--- src/dic_map.vh ---
// Constants of the DAC input interface control block: offsets, fields, resets, counts.
`ifndef DIC_MAP_VH
`define DIC_MAP_VH

// Register byte offsets on the APB slave.
`define DIC_OFS_CTRL 12'h000
`define DIC_OFS_STATUS 12'h004
`define DIC_OFS_ERRCNT 12'h008

// Control register fields and reset value.
`define DIC_CTRL_DIV2 0
`define DIC_CTRL_RST 32'h0000_0000

// Status register fields.
`define DIC_ST_LOCK 0
`define DIC_ST_DLLEN 1
`define DIC_ST_DELAY 2
`define DIC_ST_FAIL 3
`define DIC_ST_SCAN 4
`define DIC_ST_HALT 5
`define DIC_ST_BAND_LO 8
`define DIC_ST_BAND_HI 11
`define DIC_ST_BYP_LO 12
`define DIC_ST_BYP_HI 13
`define DIC_ST_SEL_LO 14
`define DIC_ST_SEL_HI 15

// Four-level pin codes.
`define DIC_LVL_LOW 2'h0
`define DIC_LVL_HIGH 2'h1
`define DIC_LVL_OPEN 2'h2
`define DIC_LVL_RGND 2'h3

// Timing counts, in data-rate words.
`define DIC_FAIL_HOLD 6'h30
`define DIC_LOCK_TOGGLES 8'h10

// Scan stream layout, in bit positions after the scan start.
`define DIC_SCAN_GAP_END 9'h0B3
`define DIC_SCAN_LAST 9'h0ED
`define DIC_SCAN_LEN 58

`endif

--- src/dic_ctl.v ---
// DAC input interface control: level decode, data clock, whitening, parity, scan, APB.
// Operation
// (RQ1) Drive data clock at quarter update rate.
// (RQ2) Source divides clock when internal divider off.
// (RQ3) Decode both selects as four-level inputs.
// (RQ4) Bypass high, band high: DLL off, delayed.
// (RQ5) Bypass high, band low: DLL off, undelayed.
// (RQ6) Bypass low: band high or open ranges.
// (RQ7) Bypass open: three DLL ranges by band.
// (RQ8) Bypass resistor: three lowest DLL ranges.
// (RQ9) Controller resets DLL on every band change; the code takes a new band code only while bypass is high.
// (RQ10) Controller resets DLL after power and clock.
// (RQ11) Parity is one for odd ones count.
// (RQ12) Mismatch raises fail flag for 48 words.
// (RQ13) Source XORs check bit with whitening.
// (RQ14) Source delays whitening one, check three.
// (RQ15) Modulation input inverts channels B and D.
// (RQ16) Scan low: status pin shows DLL lock.
// (RQ17) Scan high: input registers shift out serially.
// (RQ18) Source loads known data before raising scan.
// (RQ19) Shift order: sync, gap, lanes, check, whitening.
// (RQ20) Extra scan bits undefined; scan low restores lock.
// (RQ21) Run sample clock slower during scan.
// (RQ22) Reference low halts clocking and clock drive.
// (RQ23) Whitening lane XORs all four channel words.
// (RQ24) Source drives toggling sync lane for DLL.
// (RQ25) Halve sample clock, then delay and divide.
// (RQ26) Parity over aligned lanes versus received check.
// (RQ27) Select codes sampled, held except in DLL reset.
//
// Local design decisions: register access over APB and the register addresses.
`timescale 1ns/1ps
`include "dic_map.vh"
module dic_ctl (
  input wire clk_sys, // Sample clock stand-in, 10 MHz.
  input wire rst_n, // Synchronous reset, active low.
  input wire [1:0] loop_bypass_sel, // Four-level bypass pin as a two-bit code.
  input wire [1:0] band_sel, // Four-level band pin as a two-bit code.
  input wire [13:0] lane_a_in, // Channel A word.
  input wire [13:0] lane_b_in, // Channel B word.
  input wire [13:0] lane_c_in, // Channel C word.
  input wire [13:0] lane_d_in, // Channel D word.
  input wire loop_reference_in, // Toggling sync lane.
  input wire whiten_lane, // Whitening lane.
  input wire check_bit_lane, // Received check bit lane.
  input wire half_rate_invert_in, // Modulation input, pulled down outside.
  input wire scan_enable, // Scan mode select.
  input wire ref_low_in, // Reference node below protection level.
  input wire psel, // APB select.
  input wire penable, // APB enable.
  input wire pwrite, // APB direction.
  input wire [11:0] paddr, // APB byte address.
  input wire [31:0] pwdata, // APB write data.
  output reg [31:0] prdata, // APB read data.
  output reg pready, // APB ready.
  output reg pslverr, // APB error on unmapped address.
  output reg source_word_clock, // Data clock to the source.
  output reg source_word_clock_oe, // High while the data clock is driven.
  output reg status_out, // Dual lock / scan output.
  output reg check_fail_flag, // Parity failure, held 48 words.
  output reg [13:0] lane_a_out, // Descrambled channel A.
  output reg [13:0] lane_b_out, // Descrambled channel B.
  output reg [13:0] lane_c_out, // Descrambled channel C.
  output reg [13:0] lane_d_out, // Descrambled channel D.
  output reg sample_valid // One-cycle pulse with each new output word.
);

  ////////////////////////////////////////////////////////////////////////////
  // Input synchronisers.
  wire [13:0] a_s, b_s, c_s, d_s; // Synchronised lanes.
  wire [1:0] byp_s, band_s; // Synchronised select codes.
  wire ref_s, wht_s, chk_s, inv_s, scan_s, low_s; // Synchronised single pins.

  // Every pin but reset and the APB bus crosses two flip-flops; the lanes share one delay so they stay aligned.
  dic_sync2 #(.WIDTH(66)) u_sync (
    .clk_sys(clk_sys),
    .rst_n(rst_n),
    .async_in({lane_a_in, lane_b_in, lane_c_in, lane_d_in, loop_bypass_sel, band_sel,
               loop_reference_in, whiten_lane, check_bit_lane, half_rate_invert_in,
               scan_enable, ref_low_in}),
    .sync_out({a_s, b_s, c_s, d_s, byp_s, band_s, ref_s, wht_s, chk_s, inv_s, scan_s, low_s})
  );

  ////////////////////////////////////////////////////////////////////////////
  // Four-level select sampling and decode.
  reg [1:0] byp_q; // Held bypass code.
  reg [1:0] band_q; // Held band code.
  reg dll_en; // DLL enabled.
  reg delay_add; // Extra period on the data clock.
  reg [3:0] band_idx; // Range index, 1 fastest, 0 none.
  wire dll_reset = (byp_q == `DIC_LVL_HIGH); // Bypass high holds the DLL in reset.

  // Codes load only while the DLL is in reset or the bypass pin reads high, so a glitch on the band pin cannot retune a locked loop.
  always @(posedge clk_sys)
  begin
    if (!rst_n)
    begin
      byp_q <= `DIC_LVL_HIGH;
      band_q <= `DIC_LVL_LOW;
    end
    else if (dll_reset || byp_s == `DIC_LVL_HIGH) // [RQ27]
    begin
      byp_q <= byp_s;
      band_q <= band_s;
    end
  end

  // Table decode of the two held codes; combinations outside the table leave the DLL off.
  always @*
  begin
    dll_en = 1'b0;
    delay_add = 1'b0;
    band_idx = 4'h0;
    case (byp_q) // [RQ3]
      `DIC_LVL_HIGH:
      begin
        delay_add = (band_q == `DIC_LVL_HIGH); // [RQ4] [RQ5]
      end
      `DIC_LVL_LOW:
      begin
        if (band_q == `DIC_LVL_HIGH) band_idx = 4'h1; // [RQ6]
        else if (band_q == `DIC_LVL_OPEN) band_idx = 4'h2; // [RQ6]
      end
      `DIC_LVL_OPEN:
      begin
        if (band_q == `DIC_LVL_LOW) band_idx = 4'h3; // [RQ7]
        else if (band_q == `DIC_LVL_HIGH) band_idx = 4'h4; // [RQ7]
        else if (band_q == `DIC_LVL_OPEN) band_idx = 4'h5; // [RQ7]
      end
      default:
      begin
        if (band_q == `DIC_LVL_LOW) band_idx = 4'h6; // [RQ8]
        else if (band_q == `DIC_LVL_HIGH) band_idx = 4'h7; // [RQ8]
        else if (band_q == `DIC_LVL_OPEN) band_idx = 4'h8; // [RQ8]
      end
    endcase
    dll_en = (band_idx != 4'h0);
  end

  ////////////////////////////////////////////////////////////////////////////
  // Data-rate enable and data clock output.
  reg phase_q; // Half-rate phase of the sample clock.
  reg phase_dly_q; // Phase delayed by one sample period.
  reg div_q; // Optional further divide by two.
  reg [31:0] ctrl_q; // Control register.
  wire halt = low_s; // Protection detector active.
  wire word_en = phase_q & ~halt; // One pulse per data word.

  // The sample clock is halved to the word rate, then delayed one sample when delay_add is set, or instead halved again when DIV2 is set.
  always @(posedge clk_sys)
  begin
    if (!rst_n)
    begin
      phase_q <= 1'b0;
      phase_dly_q <= 1'b0;
      div_q <= 1'b0;
      source_word_clock <= 1'b0;
      source_word_clock_oe <= 1'b0;
    end
    else if (halt) // [RQ22]
    begin
      phase_q <= 1'b0;
      phase_dly_q <= 1'b0;
      source_word_clock <= 1'b0;
      source_word_clock_oe <= 1'b0;
    end
    else
    begin
      phase_q <= ~phase_q; // [RQ25]
      phase_dly_q <= phase_q;
      if (word_en)
        div_q <= ~div_q;
      source_word_clock_oe <= 1'b1;
      if (ctrl_q[`DIC_CTRL_DIV2]) // [RQ25]
        source_word_clock <= div_q;
      else if (delay_add) // [RQ4]
        source_word_clock <= phase_dly_q;
      else
        source_word_clock <= phase_q; // [RQ1]
    end
  end

  ////////////////////////////////////////////////////////////////////////////
  // DLL lock model.
  reg ref_prev_q; // Sync lane value at the previous word.
  reg [7:0] lock_cnt_q; // Sync toggles seen since the reset.
  wire locked = (lock_cnt_q == `DIC_LOCK_TOGGLES); // Lock reached.

  // The loop closes on toggles of the sync lane; a reset or halt drops the lock.
  always @(posedge clk_sys)
  begin
    if (!rst_n || dll_reset || !dll_en || halt)
    begin
      lock_cnt_q <= 8'h00;
      ref_prev_q <= 1'b0;
    end
    else if (word_en)
    begin
      ref_prev_q <= ref_s;
      if (ref_s != ref_prev_q && !locked)
        lock_cnt_q <= lock_cnt_q + 8'h01;
    end
  end

  ////////////////////////////////////////////////////////////////////////////
  // Input register, whitening and modulation.
  reg [55:0] in_q; // Input register {D, C, B, A}.
  reg sync_q; // Captured sync lane.
  reg par1_q, par2_q; // Computed parity in flight to the check bit.
  reg [5:0] fail_cnt_q; // Words left on the fail flag.
  reg [8:0] scan_pos_q; // Bit position in the scan stream.
  reg [`DIC_SCAN_LEN-1:0] scan_q; // Scan shift chain.
  reg scan_prev_q; // Scan enable at the previous cycle.
  wire [13:0] wmask = {14{wht_s}}; // Whitening arrives one word behind its data.
  wire par_calc = ^(in_q ^ {4{wmask}}) ^ wht_s; // [RQ11] [RQ26]

  // Capture on every word unless scanning; output words follow one word later.
  always @(posedge clk_sys)
  begin
    if (!rst_n)
    begin
      in_q <= 56'h00_0000_0000_0000;
      sync_q <= 1'b0;
      lane_a_out <= 14'h0000;
      lane_b_out <= 14'h0000;
      lane_c_out <= 14'h0000;
      lane_d_out <= 14'h0000;
      sample_valid <= 1'b0;
      par1_q <= 1'b0;
      par2_q <= 1'b0;
    end
    else
    begin
      sample_valid <= word_en && !scan_s;
      if (word_en && !scan_s)
      begin
        in_q <= {d_s, c_s, b_s, a_s};
        sync_q <= ref_s;
        lane_a_out <= in_q[13:0] ^ wmask; // [RQ23]
        lane_c_out <= in_q[41:28] ^ wmask; // [RQ23]
        lane_b_out <= in_q[27:14] ^ wmask ^ {14{inv_s}}; // [RQ15]
        lane_d_out <= in_q[55:42] ^ wmask ^ {14{inv_s}}; // [RQ15]
        par1_q <= par_calc;
        par2_q <= par1_q;
      end
    end
  end

  ////////////////////////////////////////////////////////////////////////////
  // Check-fail flag.
  // A new mismatch reloads the hold count, so the flag never drops during an error burst.
  always @(posedge clk_sys)
  begin
    if (!rst_n)
    begin
      fail_cnt_q <= 6'h00;
      check_fail_flag <= 1'b0;
    end
    else
    begin
      if (word_en && !scan_s && chk_s != par2_q) // [RQ12]
        fail_cnt_q <= `DIC_FAIL_HOLD;
      else if (word_en && fail_cnt_q != 6'h00)
        fail_cnt_q <= fail_cnt_q - 6'h01;
      check_fail_flag <= (fail_cnt_q != 6'h00); // [RQ12]
    end
  end

  ////////////////////////////////////////////////////////////////////////////
  // Scan chain and dual status output.
  // On scan start the chain freezes the input register; then one bit leaves per word.
  always @(posedge clk_sys)
  begin
    if (!rst_n)
    begin
      scan_prev_q <= 1'b0;
      scan_pos_q <= 9'h000;
      scan_q <= {`DIC_SCAN_LEN{1'b0}};
      status_out <= 1'b0;
    end
    else
    begin
      scan_prev_q <= scan_s;
      if (scan_s && !scan_prev_q) // [RQ17]
      begin
        scan_pos_q <= 9'h000;
        scan_q <= {in_q[42], in_q[43], in_q[44], in_q[45], in_q[46], in_q[47], in_q[48],
                   in_q[49], in_q[50], in_q[51], in_q[52], in_q[53], in_q[54], in_q[55],
                   in_q[28], in_q[29], in_q[30], in_q[31], in_q[32], in_q[33], in_q[34],
                   in_q[35], in_q[36], in_q[37], in_q[38], in_q[39], in_q[40], in_q[41],
                   in_q[14], in_q[15], in_q[16], in_q[17], in_q[18], in_q[19], in_q[20],
                   in_q[21], in_q[22], in_q[23], in_q[24], in_q[25], in_q[26], in_q[27],
                   in_q[0], in_q[1], in_q[2], in_q[3], in_q[4], in_q[5], in_q[6],
                   in_q[7], in_q[8], in_q[9], in_q[10], in_q[11], in_q[12], in_q[13],
                   par1_q, wht_s}; // [RQ19]
        status_out <= sync_q; // [RQ19]
      end
      else if (scan_s)
      begin
        if (word_en) // [RQ19]
        begin
          if (scan_pos_q != 9'h1FF)
            scan_pos_q <= scan_pos_q + 9'h001;
          if (scan_pos_q < `DIC_SCAN_GAP_END)
            status_out <= 1'b0; // Undefined gap bits read as zero.
          else if (scan_pos_q <= `DIC_SCAN_LAST)
          begin
            status_out <= scan_q[`DIC_SCAN_LEN-1];
            scan_q <= {scan_q[`DIC_SCAN_LEN-2:0], 1'b0};
          end
          else
            status_out <= 1'b0; // [RQ20]
        end
      end
      else
        status_out <= locked; // [RQ16] [RQ20]
    end
  end

  ////////////////////////////////////////////////////////////////////////////
  // APB slave.
  reg [31:0] errcnt_q; // Parity mismatches seen, write clears.
  wire access = psel && penable && pready; // Completing access edge.
  wire hit_ctrl = (paddr == `DIC_OFS_CTRL);
  wire hit_stat = (paddr == `DIC_OFS_STATUS);
  wire hit_err = (paddr == `DIC_OFS_ERRCNT);
  wire new_err = word_en && !scan_s && (chk_s != par2_q);
  wire [31:0] status_word = {16'h0000, band_s, byp_q, band_idx, 2'h0, halt, scan_s,
                             check_fail_flag, delay_add, dll_en, locked};

  // One wait state: ready rises at the edge that ends the first access cycle and the answer lands with it.
  always @(posedge clk_sys)
  begin
    if (!rst_n)
    begin
      pready <= 1'b0;
      pslverr <= 1'b0;
      prdata <= 32'h0000_0000;
      ctrl_q <= `DIC_CTRL_RST;
      errcnt_q <= 32'h0000_0000;
    end
    else
    begin
      pready <= psel && penable && !pready;
      if (psel && penable && !pready)
      begin
        pslverr <= !(hit_ctrl || hit_stat || hit_err);
        if (hit_ctrl)
          prdata <= ctrl_q;
        else if (hit_stat)
          prdata <= status_word;
        else if (hit_err)
          prdata <= errcnt_q;
        else
          prdata <= 32'h0000_0000;
      end
      if (access && pwrite && hit_ctrl)
        ctrl_q <= {31'h0000_0000, pwdata[`DIC_CTRL_DIV2]};
      // A mismatch in the clearing cycle survives as a count of one.
      if (access && pwrite && hit_err)
        errcnt_q <= new_err ? 32'h0000_0001 : 32'h0000_0000;
      else if (new_err && errcnt_q != 32'hFFFF_FFFF)
        errcnt_q <= errcnt_q + 32'h0000_0001;
    end
  end

endmodule // dic_ctl

--- src/dic_sync2.v ---
// Two-flop synchroniser of parameterised width.
`timescale 1ns/1ps
module dic_sync2 #(
  parameter WIDTH = 1
) (
  input wire clk_sys, // System clock.
  input wire rst_n, // Synchronous reset, active low.
  input wire [WIDTH-1:0] async_in, // Level from outside the clock domain.
  output reg [WIDTH-1:0] sync_out // Level after two flip-flops.
);

  reg [WIDTH-1:0] meta_q; // First stage, read only by the second stage.

  // The first stage may go metastable, so nothing but the second stage looks at it.
  always @(posedge clk_sys)
  begin
    if (!rst_n)
    begin
      meta_q <= {WIDTH{1'b0}};
      sync_out <= {WIDTH{1'b0}};
    end
    else
    begin
      meta_q <= async_in;
      sync_out <= meta_q;
    end
  end

endmodule // dic_sync2
--- config.mk ---
export PLATFORM = sky130hd
export DESIGN_NAME = dic_ctl
export DESIGN_NICKNAME = d
export VERILOG_FILES = /design/src/dic_ctl.v /design/src/dic_sync2.v
export VERILOG_INCLUDE_DIRS = /design/src
export SDC_FILE = /design/constraint.sdc
export NUM_CORES = 1
export LEC_CHECK = 0
export BUFFER_PORTS_ARGS = -buffer_cell sky130_fd_sc_hd__buf_2
export CAP_MARGIN = 0
export CORE_ASPECT_RATIO = 1.2
export CORE_MARGIN = 5
export CORE_UTILIZATION = 40
export DETAILED_ROUTE_END_ITERATION = 8
export PLACE_DENSITY_LB_ADDON = 0.2
export REMOVE_ABC_BUFFERS = 1
export SLEW_MARGIN = 10
export SYNTH_ARGS = -nofsm -noshare
export SYNTH_HDL_FRONTEND = slang
export SYNTH_SLANG_ARGS = --single-unit
export TNS_END_PERCENT = 50
--- constraint.sdc ---
create_clock -name clk_sys -period 2.1 [get_ports clk_sys]
set_input_delay 0.63 -clock clk_sys [delete_from_list [all_inputs] [get_ports clk_sys]]
set_output_delay 0.63 -clock clk_sys [all_outputs]
set_load 0.005 [all_outputs]
==> run summary, run 1 <==
Post-route insts no fill -> 2,462
N_diodes -> 0
Final setup viols -> 0
Worst min path class -> input pin to flop
Internal power -> 0.0136 W
Top delay family on crit path -> compound AO/OA/AOI/OAI gates
Type of the worst setup path -> flop to flop
CTS tree -> built
Clock network power share -> 44.0%
Post-synthesis area per instance -> 9.30 sq um
Sw frac -> 23.2%
Vias/cell -> 4.88
Reg2Reg Capture Point -> scan_q[0]$_SDFFE_PN0P_
Most frequent cell on the critical path -> buf_4
H-tree depth -> 2
Yosys warns -> 0
Final GP Congestion -> 0.814
Seq pwr share -> 47.2%
Reg-to-Reg Start -> scan_pos_q[1]$_SDFFE_PP0P_
Period minus WS final -> 2000 ps
Tcrit/Tclk final -> 95.1%
Critical path's slowest cell -> dfxtp_4
Std cell rows -> 79
Worst slew pin tran -> 668 ps
Worst Hold Path Cells -> 2
Hold path start -> band_sel[0]
DRC violations left -> 0
Largest net degree at the start of global routing -> 103
CTS Sinks -> 409
Max VDD drop -> 0.561 mV
Power density over cell area -> 914 nW/um^2
Cells after Synth -> 1,682
Worst endpoint data arrival time -> 2460 ps
Top-count cell post-synth -> dfxtp_1
Mapped cell area -> 15,600 sq um
CP Launch Type -> flop
Cells along the critical path -> inv_1 -> ha_1 -> o311a_1 -> o21ai_2 -> buf_4 -> a21oi_4 -> buf_4 -> clkbuf_16 -> nand2b_1 -> a21oi_1
Initial Util -> 40.4%
Main synth FF type -> dfxtp_1
Status -> finished clean
Max Fclk -> 501 MHz
Final Hold Viols -> 0
RSZ-0062 raised after global routing -> yes
Cell Count Post-Placement -> 2,378
PortBufs -> 178
Max-Slew Margin vs Limit -> 55.1%
Die Ht -> 227 um
Synth top area cells -> dfxtp_1 52%, and2_1 5.4%, nand2_1 5.4%, xnor2_1 4.6%, a211oi_1 4.4%
Final Core Density -> 49.9%
Clk slew on worst S/H paths -> 60 ps
GRT overflow -> 0
Synth top area share -> 52.4%
CTS max path bufs -> 3
Leakage -> 7.54 nW
R2r setup slk -> 100 ps
Routed wire length -> 36,600 um
Die ar. -> 43,200 sq um
Number of DRC markers in iteration 0 -> 559
Total net switching power -> 0.00410 W
Seq/Total Area, Yosys -> 52.4%
Slew Limit Fails -> 0
Buf/Inv on CP -> 4
Root Buffer Master -> clkbuf_16
Share of cells above drive strength 1 -> 19.9%
Data required, critical path -> 2570 ps
CP max stage delay -> 370 ps
Hold worst-path end -> u_sync.meta_q[6]$_SDFF_PN0_
Worst Setup End Kind -> flop
Pre-antenna DRT Iters -> 5
Routed vias -> 12,000
Top cells by count, synth -> 409 x dfxtp_1, 225 x nand2_1, 181 x nor2_1
Avg WL per Cell -> 14.9 um
Clk_skew -> 16.2 ps
EDFF count, synth -> 0
Post-DP HPWL -> 23,900 um
Final net count -> 2,029
Flops & latches, synth -> 409
Reg2Reg Depth -> 10
Critical-path maximum fanout -> 20
Yosys cell types -> 55
Hold buffer count at CTS -> 0
Initial antenna violation count -> 2
Number of global-route vias before repair -> 11,900
P&R area growth vs syn -> 23.6%
Die width -> 191 um
Synth area leader -> dfxtp_1
First-pass GRT wire length -> 59,100 um
I/O Pins -> 210
Core area -> 38,700 sq um
Max-cap violations -> 0
DRT antenna net count -> 0
Comb pwr share -> 8.9%
Clock Latency Late Sink -> 540 ps
Async SR Flop Fraction -> 0%
GR Util All Layers -> 16.3%
Cts bufs inserted -> 42
[power groups by stage]
stage	registers, W	logic (W)	clock network [W]
after floorplan	0.00848	0.000978	0
after global placement	0.00850	0.00153	0
after detailed placement	0.00850	0.00156	0
after CTS	0.00833	0.00157	0.00802
after global routing	0.00837	0.00176	0.00831
final	0.00834	0.00157	0.00777
[stage by stage]
step / setup WS [ps] / setup TNS [ps] / area [sq um] / power [W] / hold WS, ps
after floorplan: -9270 / -1261790 / 15200 / 0.00946 / 412
after global placement: -230 / -5220 / 17700 / 0.0100 / 417
after detailed placement: -229 / -5060 / 17700 / 0.0101 / 418
after CTS: 43.5 / 0 / 19200 / 0.0179 / 264
after global routing: -15.0 / -50.7 / 19300 / 0.0184 / 280
final: 102 / 0 / 19300 / 0.0177 / 293
[registers in the layout, summed over array words and instances, names as in the netlist, 14 cells and up]
register and flops:
scan_q 58, errcnt_q 32, lane_a_out 14, lane_d_out 14, lane_b_out 14, prdata 32
u_sync.meta_q 66, in_q 56, u_sync.sync_out 66, lane_c_out 14
[kinds of logic after synthesis]
group,count (synthesis),share of synthesized area (%)
AO/OA/AOI/OAI,262,10.7
XOR/XNOR,152,8.91
adder cells (fa/ha/maj),12,0.960
buffers and inverters,130,3.45
flip-flops,409,52.4
multiplexers,62,3.97
AND/OR/NAND/NOR,655,19.7
[worst max-delay path by stage]
| stage | slack (ps) | end | cells after the start | from |
|---|---|---|---|---|
| after floorplan | -9270 | errcnt_q[19]$_SDFFE_PN0P_ | 7 | u_sync.sync_out[1]$_SDFF_PN0_ |
| after global placement | -230 | errcnt_q[18]$_SDFFE_PN0P_ | 8 | paddr[7] |
| after detailed placement | -230 | errcnt_q[6]$_SDFFE_PN0P_ | 9 | paddr[7] |
| after CTS | 40 | scan_q[8]$_SDFFE_PN0P_ | 8 | scan_pos_q[1]$_SDFFE_PP0P_ |
| after global routing | -10 | errcnt_q[18]$_SDFFE_PN0P_ | 7 | errcnt_q[0]$_SDFFE_PN0P_ |
| final | 100 | scan_q[0]$_SDFFE_PN0P_ | 10 | scan_pos_q[1]$_SDFFE_PP0P_ |
[cell type report]
| cell class | count | area [sq um] |
|---|---|---|
| Timing Repair Buffer | 286 | 1930 |
| Fill cell | 3717 | 19400 |
| Tap cell | 526 | 658 |
| Multi-Input combinational cell | 1143 | 7010 |
| Clock inverter | 14 | 178 |
| Inverter | 20 | 80.1 |
| Clock buffer | 64 | 1290 |
| Sequential cell | 409 | 8200 |
[repair_timing]
action	in CTS	in global routing
setup buffers	0	3
pin swaps	3	2
endpoints found under the setup margin	2	79
gates resized for setup	2	15
cloned	0	3
[layout by cell type, fill, tap and decap left out, types with 3 or more instances in the layout]
cell type     n
dfxtp_1     404
nand2_1     225
nor2_1      180
buf_2       177
and2_1      135
a21oi_1     127
buf_4        91
a211oi_1     89
xnor2_1      81
xor2_1       65
mux2i_1      62
clkbuf_16    47
nand3_1      30
inv_1        19
nand4_1      18
nor3_1       14
buf_12       14
ha_1         12
and3_1       10
a221oi_1     10
clkbuf_1     10
o21ai_0       9
clkbuf_8      9
nand2b_1      7
clkinv_2      7
a311oi_1      5
or3_1         5
nor4_1        4
xnor3_1       4
bufinv_16     4
nor2b_1       3
nor3_2        3
a22oi_1       3
nand4b_1      3
clkinvlp_4    3
dfxtp_2       3
[worst reg2reg max path, delay by kind of cell, from the launching register on]
family	cells	cell delay (ps)
flops	1	370
fa+ha+maj	1	160
simple gates	1	160
compound gates	4	670
buf+inv	4	560
[routing by layer]
| metal | vias to the layer above | wire length [um] | global-route usage, % |
|---|---|---|---|
| met2 | 232 | 17600 | 28.3 |
| met3 | 68 | 1750 | 3.23 |
| met4 | 4 | 998 | 5.05 |
| met1 | 5625 | 16200 | 20.6 |
| met5 | - | 39 | 0 |
| li1 | 6075 | - | - |
Note: power is estimated with default switching activity, not from simulation.
==> run 2: changes to the inputs <==
Clock period 2.1 ns to 1.95 ns, I/O delays scaled along.
==> run summary, run 2 (synthesis results as in run 1) <==
Share of cells above drive strength 1 -> 23.6% (+3.7 points)
Final Hold Viols -> 0 (unchanged)
DRT antenna net count -> 0 (unchanged)
Biggest regs -> u_sync.meta_q: 66 flops, u_sync.sync_out: 66 flops, scan_q: 58 flops
Worst min path class -> input pin to flop
N_diodes -> 0 (unchanged)
CTS Sinks -> 409 (unchanged)
Post-DP HPWL -> 23,900 um (about the same)
Routed wire length -> 37,600 um (+2.7%)
Sw frac -> 23.4% (+0.21 points)
Die ar. -> 43,200 sq um (unchanged)
DRC violations left -> 0 (unchanged)
Pre-antenna DRT Iters -> 5 (unchanged)
Number of fill cells -> 3,678 (-1.0%)
Number of global-route vias before repair -> 11,900 (+0.10%)
Seq pwr share -> 47.1% (about the same)
CTS tree -> built
Overall Power -> 0.0191 W (+7.8%)
Root Buffer Master -> clkbuf_16
GR Util All Layers -> 16.5% (+0.13 points)
First-pass GRT wire length -> 59,100 um (about the same)
Vias/cell -> 4.85 (-0.59%)
Clock Latency Late Sink -> 550 ps (about the same)
Min Hold Slack -> 238 ps (-54.9 ps)
Type of the worst setup path -> flop to flop
CTS max path bufs -> 3 (unchanged)
Avg WL per Cell -> 15.0 um (+1.2%)
Routed vias -> 12,100 (+0.90%)
Initial antenna violation count -> 0 (-2)
H-tree depth -> 2 (unchanged)
Clock network power share -> 43.6% (-0.4 points)
Power density over cell area -> 956 nW/um^2 (+4.6%)
I/O Pins -> 210 (unchanged)
Total net switching power -> 0.00446 W (+8.8%)
Worst endpoint data arrival time -> 2330 ps (-130 ps)
RSZ-0062 raised after global routing -> yes
Slew Limit Fails -> 0 (unchanged)
PortBufs -> 178 (unchanged)
Multi-input gate area -> 7220 sq um (+3.0%)
Final setup viols -> 0 (unchanged)
Max-cap violations -> 0 (unchanged)
Max-Slew Margin vs Limit -> 53.5% (-1.7 points)
Max VDD drop -> 0.565 mV (+0.64%)
Leakage -> 7.81 nW (+3.6%)
Tcrit/Tclk final -> 97.2% (+2.1 points)
Sequential cell area -> 8220 sq um (+0.20%)
Most common cell after layout, fill and taps aside -> dfxtp_1
Most frequent cells in the layout -> 391 x dfxtp_1, 222 x nand2_1, 177 x buf_2, 174 x nor2_1, 135 x and2_1
Core area -> 38,700 sq um (unchanged)
Clk slew on worst S/H paths -> 60 ps (about the same)
Internal power -> 0.0146 W (+7.6%)
Std cell rows -> 79 (unchanged)
Status -> finished clean
Worst Setup End Kind -> flop
P&R area growth vs syn -> 27.5%
Clk_skew -> 18.8 ps (+2.63 ps)
Cts bufs inserted -> 43 (+2.4%)
Final net count -> 2,067 (+1.9%)
Initial Util -> 40.4% (unchanged)
Largest net degree at the start of global routing -> 143 (+39%)
Number of DRC markers in iteration 0 -> 512 (-8.4%)
Max Fclk -> 528 MHz (+5.4%)
GRT overflow -> 0 (unchanged)
Die width -> 191 um (unchanged)
Final Core Density -> 51.5% (+1.6 points)
Data required, critical path -> 2380 ps (-190 ps)
CP Launch Type -> flop
Hold buffer count at CTS -> 0 (unchanged)
Final GP Congestion -> 0.822 (+0.95%)
Worst slew pin tran -> 693 ps (+25.0 ps)
Comb pwr share -> 9.3% (+0.4 points)
Period minus WS final -> 1900 ps (-102 ps)
Die Ht -> 227 um (unchanged)
Critical-path maximum fanout -> 5 (-75%)
## run 2: cell types whose count changed in the layout (fill, tap and decap cells not counted), moves of 4 or more
cell / before / now
buf_4: 91 / 118
dfxtp_1: 404 / 391
dfxtp_2: 3 / 16
clkbuf_8: 9 / 16
nor2_1: 180 / 174
a211oi_1: 89 / 84
a211oi_2: 2 / 7
buf_6: 1 / 5
xnor2_1: 81 / 77
xnor2_2: 1 / 5
## run 2: cell type report
type	instances	share of cell area [%]
Inverter	20	0.402
Clock inverter	11	0.602
Clock buffer	67	6.76
Tap cell	526	3.30
Multi-Input combinational cell	1144	36.2
Sequential cell	409	41.2
Timing Repair Buffer	322	11.5
## run 2: final timing paths
path,depth (start not counted),to,slack (ps),startpoint
max,8,errcnt_q[25]$_SDFFE_PN0P_,50,errcnt_q[23]$_SDFFE_PN0P_
max reg2reg,8,errcnt_q[25]$_SDFFE_PN0P_,50,errcnt_q[23]$_SDFFE_PN0P_
min reg2reg,1,u_sync.sync_out[64]$_SDFF_PN0_,410,u_sync.meta_q[64]$_SDFF_PN0_
min,2,u_sync.meta_q[53]$_SDFF_PN0_,240,lane_a_in[1]
## run 2: per-layer routing
metal  global-route usage, %  part of all wire, %  up-vias
met5                       0                    0        -
met4                    4.82                  2.4        0
met3                    2.97                  4.6       61
met2                    28.8                   49      252
met1                    20.8                   45     5664
li1                        -                    -     6135
## run 2: timing repair
item                       in CTS  in global routing
pin swaps                       9                 12
cloned                          0                  8
setup buffers                   0                  2
resized for setup               9                 65
setup endpoints to repair      32                102
## run 2: per-stage QoR
| stage | area (sq um) | setup TNS [ps] | setup slack, ps | cells |
|---|---|---|---|---|
| 6_report | 19900 | 0 | 54.5 | 2499 |
| 2_1_floorplan | 15200 | -1299450 | -9420 | 1572 |
| 5_1_grt | 19900 | -220 | -82.6 | 2499 |
| 3_3_place_gp | 18000 | -10300 | -314 | 2411 |
| 3_5_place_dp | 18000 | -10440 | -367 | 2411 |
| 4_1_cts | 19500 | 0 | 0.583 | 2489 |
## run 2: power groups by stage
stage / combinational (W) / clock, W / sequential [W]
CTS: 0.00174 / 0.00858 / 0.00897
global route: 0.00198 / 0.00894 / 0.00902
floorplan: 0.00105 / 0 / 0.00913
detailed placement: 0.00173 / 0 / 0.00915
finish: 0.00178 / 0.00831 / 0.00898
global placement: 0.00170 / 0 / 0.00914
## run 2: worst max-delay path, stage by stage, from the launching register on
cell and delay (ps):
dfxtp_1 370, nand4_4 110, nor4_4 380, a31oi_4 180
or2_1 280, buf_6 130, nand4b_1 100, xor2_1 170
nor2_1 60
==> run 3: changes to the inputs <==
Settings changed: ABC_AREA from default to 1.
Clock period 1.95 ns to 2.2 ns, I/O delays scaled along.
==> run summary, run 3 <==
RSZ-0062 raised after global routing -> yes
Synth top area cells -> dfxtp_1 48%, nand2_1 15%, inv_1 7.2%, a21oi_1 6.6%, o21ai_0 6.1%
Final setup viols -> 0 (unchanged)
Data required, critical path -> 2680 ps (+300 ps)
R2r setup slk -> 170 ps (+120 ps)
Initial antenna violation count -> 1 (+1)
Most common cell after layout, fill and taps aside -> nand2_1
DRT antenna net count -> 0 (unchanged)
Seq pwr share -> 45.3% (-1.8 points)
Max Fclk -> 494 MHz (-6.4%)
Overall Power -> 0.0176 W (-7.6%)
Biggest regs -> u_sync.meta_q: 66 flops, u_sync.sync_out: 66 flops, scan_q: 58 flops
GRT overflow -> 0 (unchanged)
Routed wire length -> 41,700 um (+11%)
Met1 GRT Util -> 22.3% (+1.6 points)
Total net switching power -> 0.00447 W (+0.25%)
Simple-gate portion of the synthesized area -> 21.4% (+1.7 points)
Hold buffer count at CTS -> 0 (unchanged)
Clock network power share -> 43.7% (about the same)
M3 GR Usage -> 3.23% (+0.25 points)
EDFF count, synth -> 0 (unchanged)
Worst endpoint data arrival time -> 2500 ps (+170 ps)
Mux share of post-synthesis cell area -> 0% (-4.0 points)
Hold worst-path end -> u_sync.meta_q[57]$_SDFF_PN0_
Largest net degree at the start of global routing -> 141 (-1.4%)
Worst Hold Path Cells -> 3 (+1)
Root Buffer Master -> clkbuf_16
Synth area leader -> dfxtp_1
Critical-path maximum fanout -> 11 (+6)
Flops & latches, synth -> 409 (unchanged)
Reg-to-Reg Start -> scan_pos_q[1]$_SDFFE_PP0P_
Busiest grt layer -> met2
Slack of the critical path -> 175 ps (+120 ps)
Internal power -> 0.0131 W (-10%)
Met2 GRT Util -> 30.5% (+1.6 points)
Initial Util -> 40.6% (+0.25 points)
Number of DRC markers in iteration 0 -> 614 (+20%)
Tcrit/Tclk final -> 92.1% (-5.1 points)
Status -> finished clean
DRC violations left -> 0 (unchanged)
Most frequent cells in the layout -> 690 x nand2_1, 408 x dfxtp_1, 326 x inv_1, 226 x a21oi_1, 207 x o21ai_0
Type of the worst setup path -> flop to flop
Clock Latency Late Sink -> 560 ps (about the same)
Final Hold Viols -> 0 (unchanged)
Post-cts gate resize count -> 0 (-9)
Max-cap violations -> 0 (unchanged)
Min Hold Slack -> 274 ps (+36.1 ps)
Period minus WS final -> 2030 ps (+130 ps)
Number of fill cells -> 4,210 (+14%)
CTS Sinks -> 409 (unchanged)
Reg2Reg Capture Point -> scan_q[50]$_SDFFE_PN0P_
Die width -> 198 um (+4.2%)
Final GP Congestion -> 0.870 (+5.8%)
N_diodes -> 0 (unchanged)
Share of cells above drive strength 1 -> 14.6% (-9.0 points)
Clk_skew -> 15.9 ps (-2.96 ps)
Compound-Gate Fraction of Synth Area -> 15.6% (+5.0 points)
Number of global-route vias before repair -> 14,200 (+20%)
Cts bufs inserted -> 42 (-2.3%)
Avg WL per Cell -> 13.5 um (-10%)
Comb pwr share -> 11.0% (+1.7 points)
Largest family of logic cells by synthesized area -> simple AND/OR/NAND/NOR gates
CTS max path bufs -> 3 (unchanged)
CP Launch Type -> flop
CTS tree -> built
Worst Setup End Kind -> flop
Pre-antenna DRT Iters -> 5 (unchanged)
Yosys cell types -> 49 (-11%)
Yosys warns -> 0 (unchanged)
Die ar. -> 46,900 sq um (+8.5%)
Top cells by count, synth -> 691 x nand2_1, 409 x dfxtp_1, 327 x inv_1
Seq/Total Area, Yosys -> 48.0% (-4.3 points)
GR Util All Layers -> 17.6% (+1.2 points)
Vias/cell -> 4.75 (-1.9%)
Post-CTS Setup Bufs -> 0 (unchanged)
PortBufs -> 178 (unchanged)
Worst slew pin tran -> 693 ps (-0.832 ps)
Routed vias -> 14,700 (+21%)
Hold path start -> lane_a_in[5]
Post-synthesis area per instance -> 7.36 sq um (-21%)
Main synth FF type -> dfxtp_1
Leakage -> 9.58 nW (+23%)
Post-Synth Adder-Cell Area -> 0.881% (-0.079 points)
P&R area growth vs syn -> 19.6%
Synth top area share -> 48.0% (-4.3 points)
Async SR Flop Fraction -> 0% (unchanged)
Final net count -> 2,631 (+27%)
H-tree depth -> 2 (unchanged)
Reg2Reg Depth -> 12 (+4)
Die Ht -> 236 um (+4.2%)
First-pass GRT wire length -> 69,500 um (+18%)
Worst min path class -> input pin to flop
Top-count cell post-synth -> nand2_1
Std cell rows -> 82 (+3.8%)
Slew Limit Fails -> 0 (unchanged)
Power density over cell area -> 864 nW/um^2 (-9.6%)
Sw frac -> 25.4% (+2.0 points)
Max VDD drop -> 0.638 mV (+13%)
Cells after Synth -> 2,315 (+38%)
Post-DP HPWL -> 28,500 um (+19%)
Pre-CTS WS -> -7.10 ps (+360 ps)
Clk slew on worst S/H paths -> 60 ps (about the same)
Post-Synth XOR/XNOR Area -> 3.85% (-5.1 points)
I/O Pins -> 210 (unchanged)
Core area -> 42,000 sq um (+8.3%)
Max-Slew Margin vs Limit -> 53.8% (+0.37 points)
Mapped cell area -> 17,000 sq um (+9.0%)
## run 3: changes by cell type after synthesis, moves of 27 or more
cell / delta
xor2_1: -27
nand2_1: +466
and2_1: -135
mux2i_1: -62
nor2_1: -118
a21oi_1: +99
o21a_1: +29
a211oi_1: -88
inv_1: +308
xnor2_1: -47
o21ai_0: +197
## run 3: power by group through the flow
stage,Sequential [W],Clock (W),Combinational (W)
floorplan,0.00812,0,0.00122
CTS,0.00799,0.00795,0.00197
finish,0.00798,0.00769,0.00194
global placement,0.00814,0,0.00192
global route,0.00803,0.00825,0.00224
detailed placement,0.00815,0,0.00196
## run 3: how the worst max path moves through the flow
stage / startpoint / endpoint / slack [ps] / depth (start not counted)
after CTS: errcnt_q[0]$_SDFFE_PN0P_ / errcnt_q[30]$_SDFFE_PN0P_ / 110 / 12
after global placement: paddr[1] / errcnt_q[13]$_SDFFE_PN0P_ / -20 / 9
after global routing: scan_pos_q[1]$_SDFFE_PP0P_ / scan_q[50]$_SDFFE_PN0P_ / -10 / 12
after detailed placement: paddr[1] / errcnt_q[4]$_SDFFE_PN0P_ / -7 / 9
final: scan_pos_q[1]$_SDFFE_PP0P_ / scan_q[50]$_SDFFE_PN0P_ / 170 / 12
after floorplan: phase_q$_SDFF_PP0_ / errcnt_q[30]$_SDFFE_PN0P_ / -1370 / 11
## run 3: per-stage QoR
step                      std cells  cell area (sq um)  TNS (ps)  util [%]
after floorplan                2208              16600   -205940         -
after global placement         3006              18900     -15.2      45.0
after detailed placement       3006              18900     -12.1      45.0
after CTS                      3083              20400         0      48.6
after global routing           3083              20400     -22.9      48.6
final                          3083              20400         0      48.6
## run 3: routing by layer
| layer | routed length [um] | part of all wire (%) |
|---|---|---|
| met1 | 18700 | 45 |
| met2 | 19900 | 48 |
| met3 | 1900 | 4.6 |
| met4 | 1130 | 2.7 |
| met5 | 8 | 0.019 |
## run 3: logic make-up after synthesis
| group | after synthesis |
|---|---|
| AO/OA/AOI/OAI | 500 |
| XOR/XNOR | 74 |
| adder cells (fa/ha/maj) | 12 |
| buffers and inverters | 443 |
| flip-flops | 409 |
| AND/OR/NAND/NOR | 877 |
## run 3: worst max-delay path, cell delays in order (launching register included)
cell and delay, ps:
dfxtp_1 390, inv_1 60, ha_1 170, nor2_1 90, o21ai_1 80, a21oi_1 150
nor2_1 80, nand4_1 120, nand2_2 110, inv_2 230, buf_4 240, nand2_1 60
a21oi_1 160
## run 3: final cells by class
| type | count | area, sq um | share of cell area (%) |
|---|---|---|---|
| clock buffers | 54 | 1190 | 5.82 |
| clock inverters | 23 | 322 | 1.58 |
| inverters | 336 | 1270 | 6.21 |
| multi-input cells | 1463 | 7130 | 35.0 |
| flip-flops and latches | 409 | 8190 | 40.2 |
| well taps | 546 | 683 | 3.35 |
| repair buffers | 252 | 1610 | 7.89 |
